## src/hw/dhc_pkg.sv

```systemverilog
// Purpose: Shared constants and types for the dual hardware cursor block
// Assumes: One pixel clock, inputs synchronous to it
// Notes:   Control byte layout and mode codes are fixed here for all users
package dhc_pkg;

    // ==========================================================
    // Control byte fields and the alternate palette select bit
    localparam int CTL_MODE_LSB = 0;
    localparam int CTL_MODE_W   = 3;
    localparam int CTL_VEXT     = 3;
    localparam int CTL_HSTR     = 4;
    localparam int CTL_VSTR     = 5;
    localparam int CTL_BLINK    = 6;
    localparam int CTL_ORG      = 7;
    localparam int ALT_SEL_BIT  = 0;

    typedef enum logic [2:0] {
        DHC_OFF     = 3'h0,
        DHC_M32_AX  = 3'h1,
        DHC_M64_AX  = 3'h2,
        DHC_M64_4C  = 3'h3,
        DHC_M64_3T  = 3'h4,
        DHC_M128_2C = 3'h5,
        DHC_M128_1T = 3'h6,
        DHC_OFF7    = 3'h7
    } dhc_mode_t;

    // ==========================================================
    // Geometry and addressing
    localparam logic [7:0]  W32        = 8'h20;
    localparam logic [7:0]  W64        = 8'h40;
    localparam logic [7:0]  W128       = 8'h80;
    localparam logic [3:0]  LSH_NARROW = 4'h3;
    localparam logic [3:0]  LSH_WIDE   = 4'h4;
    localparam logic [7:0]  PAT_LOW    = 8'h00;
    localparam logic [1:0]  TRANS_3T   = 2'h3;
    localparam logic [2:0]  PAL_C1     = 3'h4;
    localparam logic [2:0]  PAL_C2     = 3'h0;
    localparam logic [3:0]  BLINK_LAST = 4'hF;

    // ==========================================================
    // Carriers
    typedef struct packed {
        logic [7:0]  ctrl;
        logic [7:0]  height;
        logic [7:0]  base_low;
        logic [7:0]  base_high;
        logic [11:0] x;
        logic [11:0] y;
    } dhc_cur_cfg_t;

    typedef struct packed {
        logic      hit;
        dhc_mode_t mode;
        logic [6:0]  col;
        logic [23:0] addr;
    } dhc_fetch_t;

    typedef struct packed {
        dhc_fetch_t [1:0] f;
        logic       ovl_valid;
        logic       ovl_invert;
        logic [2:0] ovl_index;
        logic       alt_access;
        logic [2:0] alt_index;
        logic [3:0] blink_cnt;
        logic       blink_on;
    } dhc_state_t;

endpackage : dhc_pkg

```

## src/hw/dhc_cursor.sv

```systemverilog
// Purpose: Dual hardware cursor placement, pattern fetch and pixel overlay
// Assumes: Pattern bits for a fetch request arrive in the same cycle as the request
// Notes:   Position to overlay output latency is two clocks

module dhc_cursor
    import dhc_pkg::*;
(
    // Clock and reset
    input  wire logic                   clk,
    input  wire logic                   nrst,
    input  wire logic                   ce,
    // Cursor configuration
    input  wire dhc_cur_cfg_t [1:0]     cfg,
    input  wire logic [7:0]             pixel_pipeline_config_zero,
    input  wire logic [2:0]             pal_sub_index,
    // Display timing
    input  wire logic [11:0]            h_pos,
    input  wire logic [11:0]            v_pos,
    input  wire logic [11:0]            border_left,
    input  wire logic [11:0]            border_top,
    input  wire logic                   border_en,
    input  wire logic                   panel_active,
    input  wire logic [1:0]             main_hshift,
    input  wire logic [1:0]             main_vshift,
    input  wire logic                   frame_tick,
    // Frame buffer
    input  wire logic [23:0]            fb_start,
    output logic [1:0]                  fetch_req,
    output logic [1:0][23:0]            fetch_addr,
    output logic [1:0][6:0]             fetch_col,
    input  wire logic [1:0][1:0]        pat_bits,
    // Pixel pipeline
    output logic                        ovl_valid,
    output logic                        ovl_invert,
    output logic [2:0]                  ovl_index,
    output logic                        pal_alt_access,
    output logic [2:0]                  pal_alt_index
);

    dhc_state_t r;
    dhc_state_t next_r;
    dhc_fetch_t [1:0] cand;

    // ==========================================================
    // Per-cursor placement and address
    for (genvar i = 0; i < 2; i++) begin : g_cur
        dhc_mode_t   m;
        logic [7:0]  w;
        logic [7:0]  h;
        logic [1:0]  hs;
        logic [1:0]  vs;
        logic [11:0] ox;
        logic [11:0] oy;
        logic [13:0] rx;
        logic [13:0] ry;
        logic [13:0] ext_w;
        logic [13:0] ext_h;
        logic [7:0]  line;
        logic [3:0]  sel;
        logic [3:0]  lsh;
        logic [23:0] off;
        logic [23:0] lofs;
        logic        shown;

        assign m = dhc_mode_t'(cfg[i].ctrl[CTL_MODE_LSB +: CTL_MODE_W]);
        // Width follows the mode only, so extension cannot widen it
        assign w = (m == DHC_M32_AX) ? W32 :
                   (m == DHC_M128_2C || m == DHC_M128_1T) ? W128 : W64;
        assign h = cfg[i].ctrl[CTL_VEXT] ? cfg[i].height : w;
        // The cursor's own bits and panel_active gate stretching; amounts are the main image's
        assign hs = (cfg[i].ctrl[CTL_HSTR] && panel_active) ? main_hshift : 2'h0;
        assign vs = (cfg[i].ctrl[CTL_VSTR] && panel_active) ? main_vshift : 2'h0;
        assign ox = cfg[i].ctrl[CTL_ORG] ? 12'h000 : border_left;
        assign oy = cfg[i].ctrl[CTL_ORG] ? 12'h000 : border_top;
        // Two spare bits make an underflow land far above any extent
        assign rx = {2'b00, h_pos} - {2'b00, ox} - {2'b00, cfg[i].x};
        assign ry = {2'b00, v_pos} - {2'b00, oy} - {2'b00, cfg[i].y};
        assign ext_w = 14'({6'h00, w} << hs);
        assign ext_h = 14'({6'h00, h} << vs);
        assign line = 8'(ry >> vs);
        assign sel = (m == DHC_M32_AX) ? cfg[i].base_low[7:4] :
                     (w == W128) ? {cfg[i].base_low[7], 3'b000} :
                     {cfg[i].base_low[7:6], 2'b00};
        assign lsh = (m == DHC_M32_AX) ? LSH_NARROW : LSH_WIDE;
        // 4KB region from base bits, pattern chosen inside it
        assign off = {cfg[i].base_high, cfg[i].base_low[3:0], sel, PAT_LOW};
        assign lofs = 24'({16'h0000, line} << lsh);
        assign shown = !cfg[i].ctrl[CTL_BLINK] || r.blink_on;

        always_comb begin
            cand[i].hit  = (m != DHC_OFF) && (m != DHC_OFF7) && shown
                           && (rx < ext_w) && (ry < ext_h);
            cand[i].mode = m;
            cand[i].col  = 7'(rx >> hs);
            cand[i].addr = fb_start + off + lofs;
        end
    end

    // ==========================================================
    // Next state
    always_comb begin
        logic       draw;
        logic       inv;
        logic [1:0] color;
        logic [1:0] p;
        int         k;
        draw  = 1'b0;
        inv   = 1'b0;
        color = 2'h0;
        p     = 2'h0;
        k     = 0;
        next_r = r;
        next_r.f = cand;
        // First cursor has priority where both overlap
        if (r.f[0].hit) begin
            k = 0;
        end else begin
            k = 1;
        end
        p = pat_bits[k];
        if (r.f[k].hit) begin
            case (r.f[k].mode)
                DHC_M32_AX, DHC_M64_AX: begin
                    draw  = !p[0];
                    inv   = p[0] && p[1];
                    color = {1'b0, p[1]};
                end
                DHC_M64_4C: begin
                    draw  = 1'b1;
                    color = {p[1], p[0]};
                end
                DHC_M64_3T: begin
                    draw  = ({p[1], p[0]} != TRANS_3T);
                    color = {p[1], p[0]};
                end
                DHC_M128_2C: begin
                    draw  = 1'b1;
                    color = {1'b0, p[0]};
                end
                DHC_M128_1T: begin
                    draw  = p[0];
                    color = 2'h0;
                end
                default: begin
                    draw = 1'b0;
                end
            endcase
        end
        // Border colors occupy the first cursor's upper two entries
        if (k == 0 && border_en) begin
            color[1] = 1'b0;
        end
        next_r.ovl_valid  = draw || inv;
        next_r.ovl_invert = inv && !draw;
        next_r.ovl_index  = draw ? ((k == 0 ? PAL_C1 : PAL_C2) | {1'b0, color}) : 3'h0;
        next_r.alt_access = pixel_pipeline_config_zero[ALT_SEL_BIT];
        next_r.alt_index  = pal_sub_index;
        if (frame_tick) begin
            next_r.blink_cnt = r.blink_cnt + 4'h1;
            if (r.blink_cnt == BLINK_LAST) begin
                next_r.blink_on = !r.blink_on;
            end
        end
    end

    always_ff @(posedge clk or negedge nrst) begin
        if (!nrst) begin
            r          <= '0;
            r.blink_on <= 1'b1;
        end else if (ce) begin
            r <= next_r;
        end
    end

    // ==========================================================
    // Outputs; the frame buffer port is read-only
    always_comb begin
        for (int j = 0; j < 2; j++) begin
            fetch_req[j]  = r.f[j].hit;
            fetch_addr[j] = r.f[j].addr;
            fetch_col[j]  = r.f[j].col;
        end
    end
    assign ovl_valid      = r.ovl_valid;
    assign ovl_invert     = r.ovl_invert;
    assign ovl_index      = r.ovl_index;
    assign pal_alt_access = r.alt_access;
    assign pal_alt_index  = r.alt_index;

    // ==========================================================
    // Checks
    a_mode_off_idle: assert property (@(posedge clk) disable iff (!nrst)
        ce && cfg[0].ctrl[2:0] == DHC_OFF |=> !fetch_req[0])
        else $error("disabled cursor requested a fetch");

    a_blink_hides: assert property (@(posedge clk) disable iff (!nrst)
        ce && cfg[0].ctrl[CTL_BLINK] && !r.blink_on |=> !fetch_req[0])
        else $error("blinked-off cursor requested a fetch");

    a_left_of_box: assert property (@(posedge clk) disable iff (!nrst)
        ce && cfg[0].ctrl[CTL_ORG] && h_pos < cfg[0].x |=> !fetch_req[0])
        else $error("fetch left of cursor rectangle");

    a_region_base: assert property (@(posedge clk) disable iff (!nrst)
        $past(ce) && fetch_req[0] && $past(!cfg[0].ctrl[CTL_VEXT])
        |-> ((fetch_addr[0] - $past(fb_start)) >> 12)
            == 24'($past({cfg[0].base_high, cfg[0].base_low[3:0]})))
        else $error("cursor region not offset from frame buffer start");

    a_sel_narrow: assert property (@(posedge clk) disable iff (!nrst)
        $past(ce) && fetch_req[0] && r.f[0].mode == DHC_M32_AX
        && $past(!cfg[0].ctrl[CTL_VEXT])
        |-> (((fetch_addr[0] - $past(fb_start)) >> 8) & 24'h00_000F)
            == 24'($past(cfg[0].base_low[7:4])))
        else $error("pattern select wrong in narrow mode");

    a_c1_palette: assert property (@(posedge clk) disable iff (!nrst)
        ce && r.f[0].hit && r.f[0].mode == DHC_M64_4C |=> ovl_valid && ovl_index[2])
        else $error("first cursor not using upper alternate entries");

    a_border_lim: assert property (@(posedge clk) disable iff (!nrst)
        ce && r.f[0].hit && border_en |=> !ovl_index[1])
        else $error("first cursor used border entries");

    a_xor_invert: assert property (@(posedge clk) disable iff (!nrst)
        ce && r.f[0].hit && r.f[0].mode == DHC_M64_AX && pat_bits[0] == 2'h3
        |=> ovl_valid && ovl_invert)
        else $error("mask and xor set did not invert");

    a_alt_follow: assert property (@(posedge clk) disable iff (!nrst)
        ce |=> pal_alt_access == $past(pixel_pipeline_config_zero[ALT_SEL_BIT]))
        else $error("alternate palette select not followed");

    c_first_hit: cover property (@(posedge clk) disable iff (!nrst) fetch_req[0]);
    c_both_hit: cover property (@(posedge clk) disable iff (!nrst) &fetch_req);
    c_inverted: cover property (@(posedge clk) disable iff (!nrst) ovl_invert);

endmodule : dhc_cursor

```

## config.mk

```make
export PLATFORM = sky130hd
export DESIGN_NAME = dhc_cursor
export DESIGN_NICKNAME = d
export VERILOG_FILES = /design/src/hw/dhc_pkg.sv /design/src/hw/dhc_cursor.sv
export SDC_FILE = /design/constraint.sdc
export NUM_CORES = 1
export LEC_CHECK = 0
export ABC_CLOCK_PERIOD_IN_PS = 2300
export BUFFER_PORTS_ARGS = -buffer_cell sky130_fd_sc_hd__buf_2
export CAP_MARGIN = 20
export CORE_ASPECT_RATIO = 0.9
export CORE_UTILIZATION = 55
export CTS_CLUSTER_SIZE = 25
export DETAILED_ROUTE_END_ITERATION = 7
export GPL_TIMING_DRIVEN = 0
export PLACE_DENSITY = 0.86
export RECOVER_POWER = 50
export SETUP_SLACK_MARGIN = 0.1
export SLEW_MARGIN = 20
export SYNTH_ARGS = -nofsm -noshare
export SYNTH_HDL_FRONTEND = slang
export SYNTH_SLANG_ARGS = --single-unit
```

## constraint.sdc

```tcl
create_clock -name clk -period 2.3 [get_ports clk]
set_clock_uncertainty 0.15 [all_clocks]
set_input_delay 0.23 -clock clk [delete_from_list [all_inputs] [get_ports clk]]
set_output_delay 0.23 -clock clk [all_outputs]
set_load 0.01 [all_outputs]
```

* Yosys cells after proc, flatten, opt, wreduce, memory -nomap -nowiden
Index checks and enable logic that the tools add are counted.
Cells by class: add/subtract/negate cells 13, multipliers 0, divide/modulo/power cells 0, magnitude comparators 5, eq/ne operators 18, shift-type cells 10, mux-type cells 36, bitwise logic cells 1, reductions and logical operators 33
Operators by type and width (number):
- $mux 35 | 3
- $add 24x24->24 | 4
- $lt 14x14->1 | 4
- $shl 8x2->14 | 4
- $sub 13x13->14 | 4
- $sub 12x12->13 | 4
- $mux 12 | 4
- $mux 8 | 6
- $shl 8x3->24 | 2
- $logic_not 32->1 | 1
- $lt 32x3->1 const B | 1
- $shr 14x2->7 | 2
- $shr 14x2->8 | 2
- $mux 3 | 8
- $eq 3x3->1 const B | 7
- $eq 8x8->1 const B | 2
- $mux 2 | 8
- $logic_and 1x1->1 | 15
- $eq 3x1->1 const B | 3
- $eq 3x2->1 const B | 2
- $ne 3x3->1 const B | 2
- $pmux 2 s3 | 1
- $reduce_bool 3->1 | 2
- $reduce_or 2->1 | 3
- 10 further kinds | 22
Storage, ports and cells: bits in registers 84, latch bits 0, bits in writable memories 0, memory bits (read-only) 0, input bits 209, output and inout bits 73, logic and storage cells 131, memories 0

* Longest topological paths before layout
Gate-level depths: netlist of the first run.
word-level depth 11, depth in mapped cells 30, mapped depth without buffers 29

* Least setup slack after synthesis of the first run
No wires, ideal clock.
kind input to register, start point input border_top[0], end point register r, in the netlist fetch_addr[23], setup time 0.127 ns, arrival time 5.792 ns, required time 2.023 ns, path slack -3.769 ns, cell stages on the path 27, buffers on the path 0, cells stage by stage nor2b_1 > ha_1 > inv_1 > fa_1 > a21o_1 > a211oi_1 > nor2_1 > nor2_1 > xnor2_1 > ha_1 > or3_1 > or3b_4 > a311oi_1 > a21oi_1 > o221ai_1 > a21oi_1 > a21o_1 > fa_1 > ha_1 > and3_1 > and4_1 > a21oi_1 > a21boi_1 > a21oi_1 > o41ai_1 > mux2i_1 > nand3_1
On the way: word-level cells in the longest chain between the ends 6
Ends and longest elaborated chain:
- start: declaration | line dhc_cursor.sv:20 | input wire logic [11:0] border_top,
- $mux 12 | line dhc_cursor.sv:74 | assign oy = cfg[i].ctrl[CTL_ORG] ? 12'h000 : border_top;
- $sub 12x12->13 | line dhc_cursor.sv:77 | assign ry = {2'b00, v_pos} - {2'b00, oy} - {2'b00, cfg[i].y};
- $sub 13x13->14 | line dhc_cursor.sv:77
- $shr 14x2->8 | line dhc_cursor.sv:80 | assign line = 8'(ry >> vs);
- $shl 8x3->24 | line dhc_cursor.sv:87 | assign lofs = 24'({16'h0000, line} << lsh);
- $add 24x24->24 | line dhc_cursor.sv:95 | cand[i].addr = fb_start + off + lofs;
- end signal: assignment | line dhc_cursor.sv:171 | r <= next_r;
- end: declaration | line dhc_cursor.sv:40 | dhc_state_t r;
No other way between the ends. A chain may end at the register's enable or synchronous reset.

* Worst setup path after layout of the first run
start point input cfg[55] in the netlist's numbering, end point register r, in the netlist fetch_addr[22]
On the way: word-level cells in the longest chain between the ends 6
Ends and longest elaborated chain:
- start: declaration | line dhc_cursor.sv:13 | input wire dhc_cur_cfg_t [1:0] cfg,
- $mux 12 | line dhc_cursor.sv:74
- $sub 12x12->13 | line dhc_cursor.sv:77
- $sub 13x13->14 | line dhc_cursor.sv:77
- $shr 14x2->8 | line dhc_cursor.sv:80
- $shl 8x3->24 | line dhc_cursor.sv:87
- $add 24x24->24 | line dhc_cursor.sv:95
No other way between the ends.

==> results of run 1 <==
worst max path at each step:
stage / slack [ns] / to / from / depth (start not counted)
3_3_place_gp: -4.54 / fetch_addr[23]$_DFFE_PN0P_ / cfg[55] / 28
2_1_floorplan: -3.46 / fetch_addr[22]$_DFFE_PN0P_ / border_top[0] / 27
5_1_grt: -4.00 / fetch_addr[22]$_DFFE_PN0P_ / cfg[55] / 27
3_5_place_dp: -4.73 / fetch_addr[22]$_DFFE_PN0P_ / cfg[55] / 28
4_1_cts: -3.70 / fetch_addr[22]$_DFFE_PN0P_ / cfg[55] / 29
6_report: -3.87 / fetch_addr[22]$_DFFE_PN0P_ / cfg[55] / 27
synth_stat cells (all sizes together), types with 14 or more instances:
library cell  count
ha              211
nand2           148
a21oi           125
nor2            119
o21ai           101
inv              97
dfrtp            83
buf              76
xnor2            72
mux2             57
nand2b           54
clkbuf           52
nand3            45
nor3             41
a21o             30
xor2             30
o21a             28
a211oi           27
mux2i            26
nor2b            25
and3             21
fa               18
a31oi            15
or3              14
sequential cells by signal (all words and copies together), names as in the netlist:
register	cells
fetch_col	14
fetch_req	2
ovl_index	3
ovl_valid	1
r	11
ovl_invert	1
fetch_addr	48
pal_alt_index	3
pal_alt_access	1
power by group:
part	internal (mW)	switching, mW	total (mW)
sequential	1.95	0.334	2.28
clock	0.860	0.691	1.55
combinational	5.88	5.87	11.7
layout make-up:
cell class / instances / area [um^2]
multi-input combinational: 1373 / 12290
fill: 1503 / 4959
timing repair buffer: 389 / 2366
sequential: 84 / 2103
buffer: 127 / 819.5
tap: 302 / 377.9
inverter: 97 / 366.6
clock buffer: 9 / 225.2
clock inverter: 7 / 82.58
antenna: 8 / 20.02
worst register-to-register path: stages, from the launching register on:
cell                       delay (ns)
sky130_fd_sc_hd__dfstp_2         0.58
sky130_fd_sc_hd__nor2b_1         0.10
sky130_fd_sc_hd__a211oi_2        0.20
sky130_fd_sc_hd__nand4_1         0.23
sky130_fd_sc_hd__a21oi_2         0.19
sky130_fd_sc_hd__nand4_1         0.17
sky130_fd_sc_hd__or4_4           0.48
sky130_fd_sc_hd__o32ai_4         0.25
cell families (layout without fill, tap and decap cells):
group	after synthesis	after routing	synth area share, %
AOI/OAI and AO/OA	439	439	21.23
xor gates and xnor gates	102	102	6.665
adders and majority gates	229	229	22.39
buffers and inverters	225	629	8.262
DFF	84	84	15.69
muxes	88	88	7.571
other	1	14	0.02798
and+or+nand+nor	509	509	18.17
stage by stage:
stage	hold WS (ns)	power, mW
after floorplan	-0.2156	8.864
after global placement	0.3115	10.73
after detailed placement	0.03907	11.03
after CTS	0.05111	13.86
after global routing	0.06982	16.47
final	0.06312	15.58
metal layers:
layer  track usage [%]  up-vias  share of wire, %
li1                  -     6774                 -
met5                 0        -                 0
met2             58.82      869                48
met3             5.967      190               8.9
met1             43.31     7108                39
met4             14.21        0               4.3
timing repair:
action,in CTS,in global routing
endpoints found under the hold margin,30,0
gates resized for setup,149,151
endpoints found under the setup margin,62,61
buffers inserted,64,52
pin swaps,117,117
hold buffers,5,0
==> reports/qor.yml, run 1 <==
cts:
  cts.sinks: 84
  cts_tree: "yes"
  clock_latency_ns: 0.35
  cts_max_level: 3
  ctsLongestPathBuffers: 2
  clk_root_buffer_cell: "sky130_fd_sc_hd__clkbuf_16"
  numCtsBuffers: 9
  clkTransAtPathRegs_ns: 0.07
outcome:
  run_status: "finished, violations left"
  failed_checks: "design-rule violations, negative setup slack"
placement:
  place_worst_setup_slack_ns: -4.727
  post-place-cells: 2256
  hpwlAfterDp_um: 33590
  gp_routability_congestion: 0.9346
  placed_area_um2: 15970
  buffer_ports.inserted: 271
global_routing:
  grt_remaining_overflow: 0
  grt_start_max_net_pins: 59
  grt_usage_pct: 34.47
  antenna_found_initial: 7
  grt_pass1_wl_um: 68830
  grt_pass1_vias: 13880
logic_synthesis:
  yosys_register_bits: 84
  syn_inst: 1677
  ys_types: 78
  synth-edff-count: 0
  yosys_warnings: 0
  cell_area_after_synthesis_um2: 13400
  synth-main-ff-cell: "sky130_fd_sc_hd__dfrtp_1"
  synth_area_leaders: "sky130_fd_sc_hd__ha_1 (20%), sky130_fd_sc_hd__dfrtp_1 (15%), sky130_fd_sc_hd__xnor2_1 (4.7%)"
  synth_top_area_share_pct: 19.70
  asyncSetResetFlopFracSynth_pct: 100.0
  post_synth.cell_area_avg_um2: 7.992
  netlist.top_cell.by_area: "sky130_fd_sc_hd__ha_1"
  seq_area_frac_synth_pct: 15.69
worst_setup_path:
  worst_path_most_repeated_cell: "sky130_fd_sc_hd__a211oi_2"
  crit_slowest_cell: "sky130_fd_sc_hd__fa_1"
  rrSetupSlack_ns: -0.15
  worst-path-buf-inv: 2
  crit_path_start_kind: "primary input"
  crit_path_end_kind: "flop"
  regToRegEndpoint: "fetch_req[0]$_DFFE_PN0P_"
  worstPathArrival_ns: 6.25
  r2r_cells: 7
  critical_setup_path_kind: "primary input to flop"
  crit_path_max_incr_delay_ns: 0.60
  worst_r2r_startpoint: "r[0]$_DFFE_PN1P_"
  worst-endpoint-required_ns: 2.38
  path_delay_family: "compound AO/OA/AOI/OAI gates"
  critical_path_peak_fanout: 6
timing:
  timing_hold_violations_final: 0
  crit_path_setup_slack_layout_ns: -3.875
  finalSetupViolations: 58
  setup_repair_after_global_routing_missed_its_margin: "yes"
  fmaxAchievable_mhz: 161.9
  finalCritPeriodShare_pct: 268.5
  drv_slew: 0
  final_period_minus_worst_setup_slack_ns: 6.175
  timing.max_slew.rel_slack_pct: 38.81
  worst-slew-pin-transition_ns: 0.9179
  tns_ns: -141.82
floorplan:
  floorplan.rows: 53
  io-pin-count: 282
  core_area_um2: 23610
  start_util_pct: 56.77
  die_w_um: 166.6
  floorplan.die.height_um: 150.1
  dieArea_um2: 25000
min_path:
  hold_path.class: "primary input to flop"
  hold_path_depth: 2
  holdCritStartpoint: "cfg[105]"
  worst_hold_path.endpoint: "r[81]$_DFFE_PN0P_"
routing:
  detail_route.wirelength_um: 48640
  drt_drc_violations_left: 28
  drt_via_density: 6.236
  detailedRoute.firstIterationViolations: 1492
  routed_wire_length_per_instance_um: 20.30
  total_via_count_after_detailed_routing: 14940
  drt-pass1-iter-count: 8
  antenna_violating_nets_post_route: 0
power:
  irDropWorstVdd_v: 0.0004861
  power_density_nw_per_um2: 835.3
  power.leakage_nw: 8.752
layout:
  fin_nets: 2519
  layout.cells.most_common: "sky130_fd_sc_hd__buf_2"
  instances_no_fill: 2396
  area.growth.synth_to_final_pct: 39.14
  utilization_pct: 79.00
  mostFrequentLayoutCells: "sky130_fd_sc_hd__buf_2 (264), sky130_fd_sc_hd__ha_1 (164), sky130_fd_sc_hd__buf_4 (162)"
  final_cell_area_um2: 18650
  fraction_of_final_layout_cells_sized_beyond_drive_strength_1_pct: 40.75
job:
  max_cap_violations: 0
Power figures use the tool's default switching activity.
==> run 2, diff against run 1 <==
Settings changed: ABC_AREA set to 1.
==> run 2 against run 1 <==
Net effect:
- clock-buffer cell count stayed put
- via count up 19%
- power up 18%
- sequential power fell by 6%
- the flow finishes with violations (negative setup slack)
- core utilization rose by 4.3 points
- area after synthesis grew 6.3%
- critical path depth grew 8
- largest power group unchanged
- fmax grew 28%
- die area rose by 6.2%
- non-clock buffer count up 29
- worst hold slack worse by 0.050 ns
==> reports/qor.yml, run 2 <==
layout:
  mostFrequentLayoutCells: "sky130_fd_sc_hd__nand2_1 (491), sky130_fd_sc_hd__buf_2 (263), sky130_fd_sc_hd__inv_1 (214)"
  fraction_of_final_layout_cells_sized_beyond_drive_strength_1_pct: 40.23
  layout.cells.most_common: "sky130_fd_sc_hd__nand2_1"
  nFillCells: 1561
  number_of_flip_flops_under_the_largest_register_name: 48
  fin_nets: 3078
  area.growth.synth_to_final_pct: 47.70
  instances_no_fill: 2990
min_path:
  hold_path_depth: 3
  hold_path.class: "primary input to flop"
  holdCritStartpoint: "cfg[49]"
  worst_hold_path.endpoint: "r[46]$_DFFE_PN0P_"
routing:
  drt_drc_violations_left: 0
  total_via_count_after_detailed_routing: 17710
  detailedRoute.firstIterationViolations: 1806
  detail_route.wirelength_um: 56760
  drt_via_density: 5.924
  routed_wire_length_per_instance_um: 18.98
  drt-pass1-iter-count: 8
  antenna_violating_nets_post_route: 0
timing:
  timing.max_slew.rel_slack_pct: 13.95
  crit_path_setup_slack_layout_ns: -2.536
  final_period_minus_worst_setup_slack_ns: 4.836
  timing_hold_violations_final: 0
  finalSetupViolations: 58
  finalCritPeriodShare_pct: 210.3
  tns_ns: -105.19
  fmaxAchievable_mhz: 206.8
  drv_slew: 0
  setup_repair_after_global_routing_missed_its_margin: "yes"
  worst-slew-pin-transition_ns: 1.291
power:
  power.leakage_nw: 10.40
  irDropWorstVdd_v: 0.0005387
  power.share.switching_pct: 49.50
  power_density_nw_per_um2: 870.0
  comb_power_share_pct: 79.4
  power.share.sequential_pct: 11.8
  power_switching_mw: 9.062
  p_clk_share_pct: 8.8
  p_int_mw: 9.246
  p_total_mw: 18.31
job:
  max_cap_violations: 0
cts:
  ctsLongestPathBuffers: 2
  numCtsBuffers: 9
  clock_latency_ns: 0.36
  cts.sinks: 84
  clk_root_buffer_cell: "sky130_fd_sc_hd__clkbuf_16"
  clkTransAtPathRegs_ns: 0.08
  cts_tree: "yes"
  cts_max_level: 3
placement:
  buffer_ports.inserted: 273
  hpwlAfterDp_um: 39780
  gp_routability_congestion: 0.9999
  post-place-cells: 2810
global_routing:
  grt_remaining_overflow: 0
  grt_start_max_net_pins: 49
  grt_pass1_wl_um: 80090
  grt_usage_pct: 38.08
  antenna_found_initial: 2
  grt_pass1_vias: 16360
logic_synthesis:
  synth-main-ff-cell: "sky130_fd_sc_hd__dfrtp_1"
  synth_xor_area_share_pct: 5.849
  netlist.top_cell.by_area: "sky130_fd_sc_hd__ha_1"
  synth_compound_gate_area_share_pct: 15.96
  ys_types: 61
  synth-edff-count: 0
  yosys_warnings: 0
  synth_top_family_by_area: "simple AND/OR/NAND/NOR gates"
  asyncSetResetFlopFracSynth_pct: 100.0
  seq_area_frac_synth_pct: 14.76
  synth.top_cells.by_count: "sky130_fd_sc_hd__nand2_1 (604), sky130_fd_sc_hd__inv_1 (260), sky130_fd_sc_hd__ha_1 (211)"
  yosys_register_bits: 84
  syn_inst: 2189
  multiplexer_fraction_of_the_synthesized_cell_area_pct: 0.4303
  synth_top_area_share_pct: 18.53
  synth_area_leaders: "sky130_fd_sc_hd__ha_1 (19%), sky130_fd_sc_hd__nand2_1 (16%), sky130_fd_sc_hd__dfrtp_1 (15%)"
  synth_simple_gate_area_share_pct: 29.92
  post-synth-top-count-cell: "sky130_fd_sc_hd__nand2_1"
  cell_area_after_synthesis_um2: 14250
  yosys.area_share.adder_pct: 21.06
  post_synth.cell_area_avg_um2: 6.509
worst_setup_path:
  rrSetupSlack_ns: 0.37
  crit_path_max_incr_delay_ns: 0.51
  r2r_cells: 9
  crit_path_end_kind: "flop"
  critical_path_peak_fanout: 6
  worst_path_most_repeated_cell: "sky130_fd_sc_hd__nand2_1"
  critical_setup_path_kind: "primary input to flop"
  crit_path_start_kind: "primary input"
  worst-endpoint-required_ns: 2.40
  worst_r2r_startpoint: "fetch_req[0]$_DFFE_PN0P_"
  crit_slowest_cell: "sky130_fd_sc_hd__fa_1"
  regToRegEndpoint: "ovl_valid$_DFFE_PN0P_"
  worstPathArrival_ns: 4.93
floorplan:
  io-pin-count: 282
  floorplan.die.height_um: 154.7
  start_util_pct: 56.41
  floorplan.rows: 55
  dieArea_um2: 26550
  die_w_um: 171.7
  core_area_um2: 25260
outcome:
  failed_checks: "negative setup slack"
  run_status: "finished, violations left"
[run 2: through the flow]
| step | util [%] | setup slack (ns) | area [um^2] | hold WS (ns) |
|---|---|---|---|---|
| finish | 83.32 | -2.536 | 21040 | 0.01360 |
| global route | 83.30 | -2.760 | 21040 | 0.03752 |
| CTS | 76.62 | -2.384 | 19350 | 0.01203 |
| detailed placement | 67.87 | -3.255 | 17140 | 0.1463 |
| global placement | 67.78 | -3.244 | 17120 | 0.2842 |
| floorplan | - | -2.275 | 15320 | -0.2156 |
[run 2: kinds of logic (layout without fill, tap and decap cells)]
kind of cell,after synthesis,after routing
buffers and inverters,378,829
other,1,9
flip-flops,84,84
XOR/XNOR,90,90
multiplexers,6,6
AO/OA/AOI/OAI,400,400
AND/OR/NAND/NOR,1001,1001
adder cells (fa/ha/maj),229,229
[run 2: cell type report]
class                   count  area, um^2  share of cell area [%]
multi-input cells        1732       13550                   64.40
repair buffers            435        2768                   13.15
flip-flops and latches     84        2103                   9.995
inverters                 268        1090                   5.179
plain buffers             110       788.3                   3.746
well taps                 342       427.9                   2.033
clock buffers               9       225.2                   1.070
clock inverters             7       81.33                  0.3865
diodes                      3       7.507                 0.03567
[run 2: worst max-delay path: cells and delay by family]
kind | cells | cell delay (ns)
and+or+nand+nor | 22 | 1.97
adders and majority gates | 5 | 1.71
AOI/OAI and AO/OA | 2 | 0.36
xor gates and xnor gates | 2 | 0.35
buffers and inverters | 4 | 0.29
[run 2: power by group through the flow]
stage	registers, mW	logic (mW)	clock network [mW]
after floorplan	2.09	7.15	0
after global placement	2.15	9.27	0
after detailed placement	2.16	9.50	0
after CTS	2.14	11.8	1.59
after global routing	2.19	15.5	1.65
final	2.15	14.5	1.61
[run 2: repair_timing]
| action | in CTS | in global routing |
|---|---|---|
| buffers inserted | 92 | 65 |
| gates resized for setup | 260 | 282 |
| endpoints found under the setup margin | 58 | 58 |
| pin swaps | 156 | 233 |
| endpoints found under the hold margin | 51 | 0 |
| hold buffers | 6 | 0 |
| gates cloned | 0 | 0 |
[run 2: metal layers]
layer / wire (um) / up-vias / global-route usage [%] / part of all wire [%]
met5: 0 / - / 0 / 0
met4: 2383 / 0 / 11.05 / 4.2
met3: 5454 / 224 / 4.759 / 9.6
met2: 26320 / 1083 / 63.89 / 46
met1: 22600 / 8322 / 50.84 / 40
li1: - / 8083 / - / -
[run 2: worst max path at each step]
stage,from,to,slack (ns),depth (start not counted)
floorplan,cfg[55],fetch_addr[17]$_DFFE_PN0P_,-2.27,33
global placement,cfg[55],fetch_addr[23]$_DFFE_PN0P_,-3.24,34
detailed placement,cfg[55],fetch_addr[18]$_DFFE_PN0P_,-3.26,34
CTS,cfg[55],fetch_addr[18]$_DFFE_PN0P_,-2.38,31
global route,cfg[55],fetch_addr[18]$_DFFE_PN0P_,-2.76,32
finish,cfg[55],fetch_addr[18]$_DFFE_PN0P_,-2.54,35
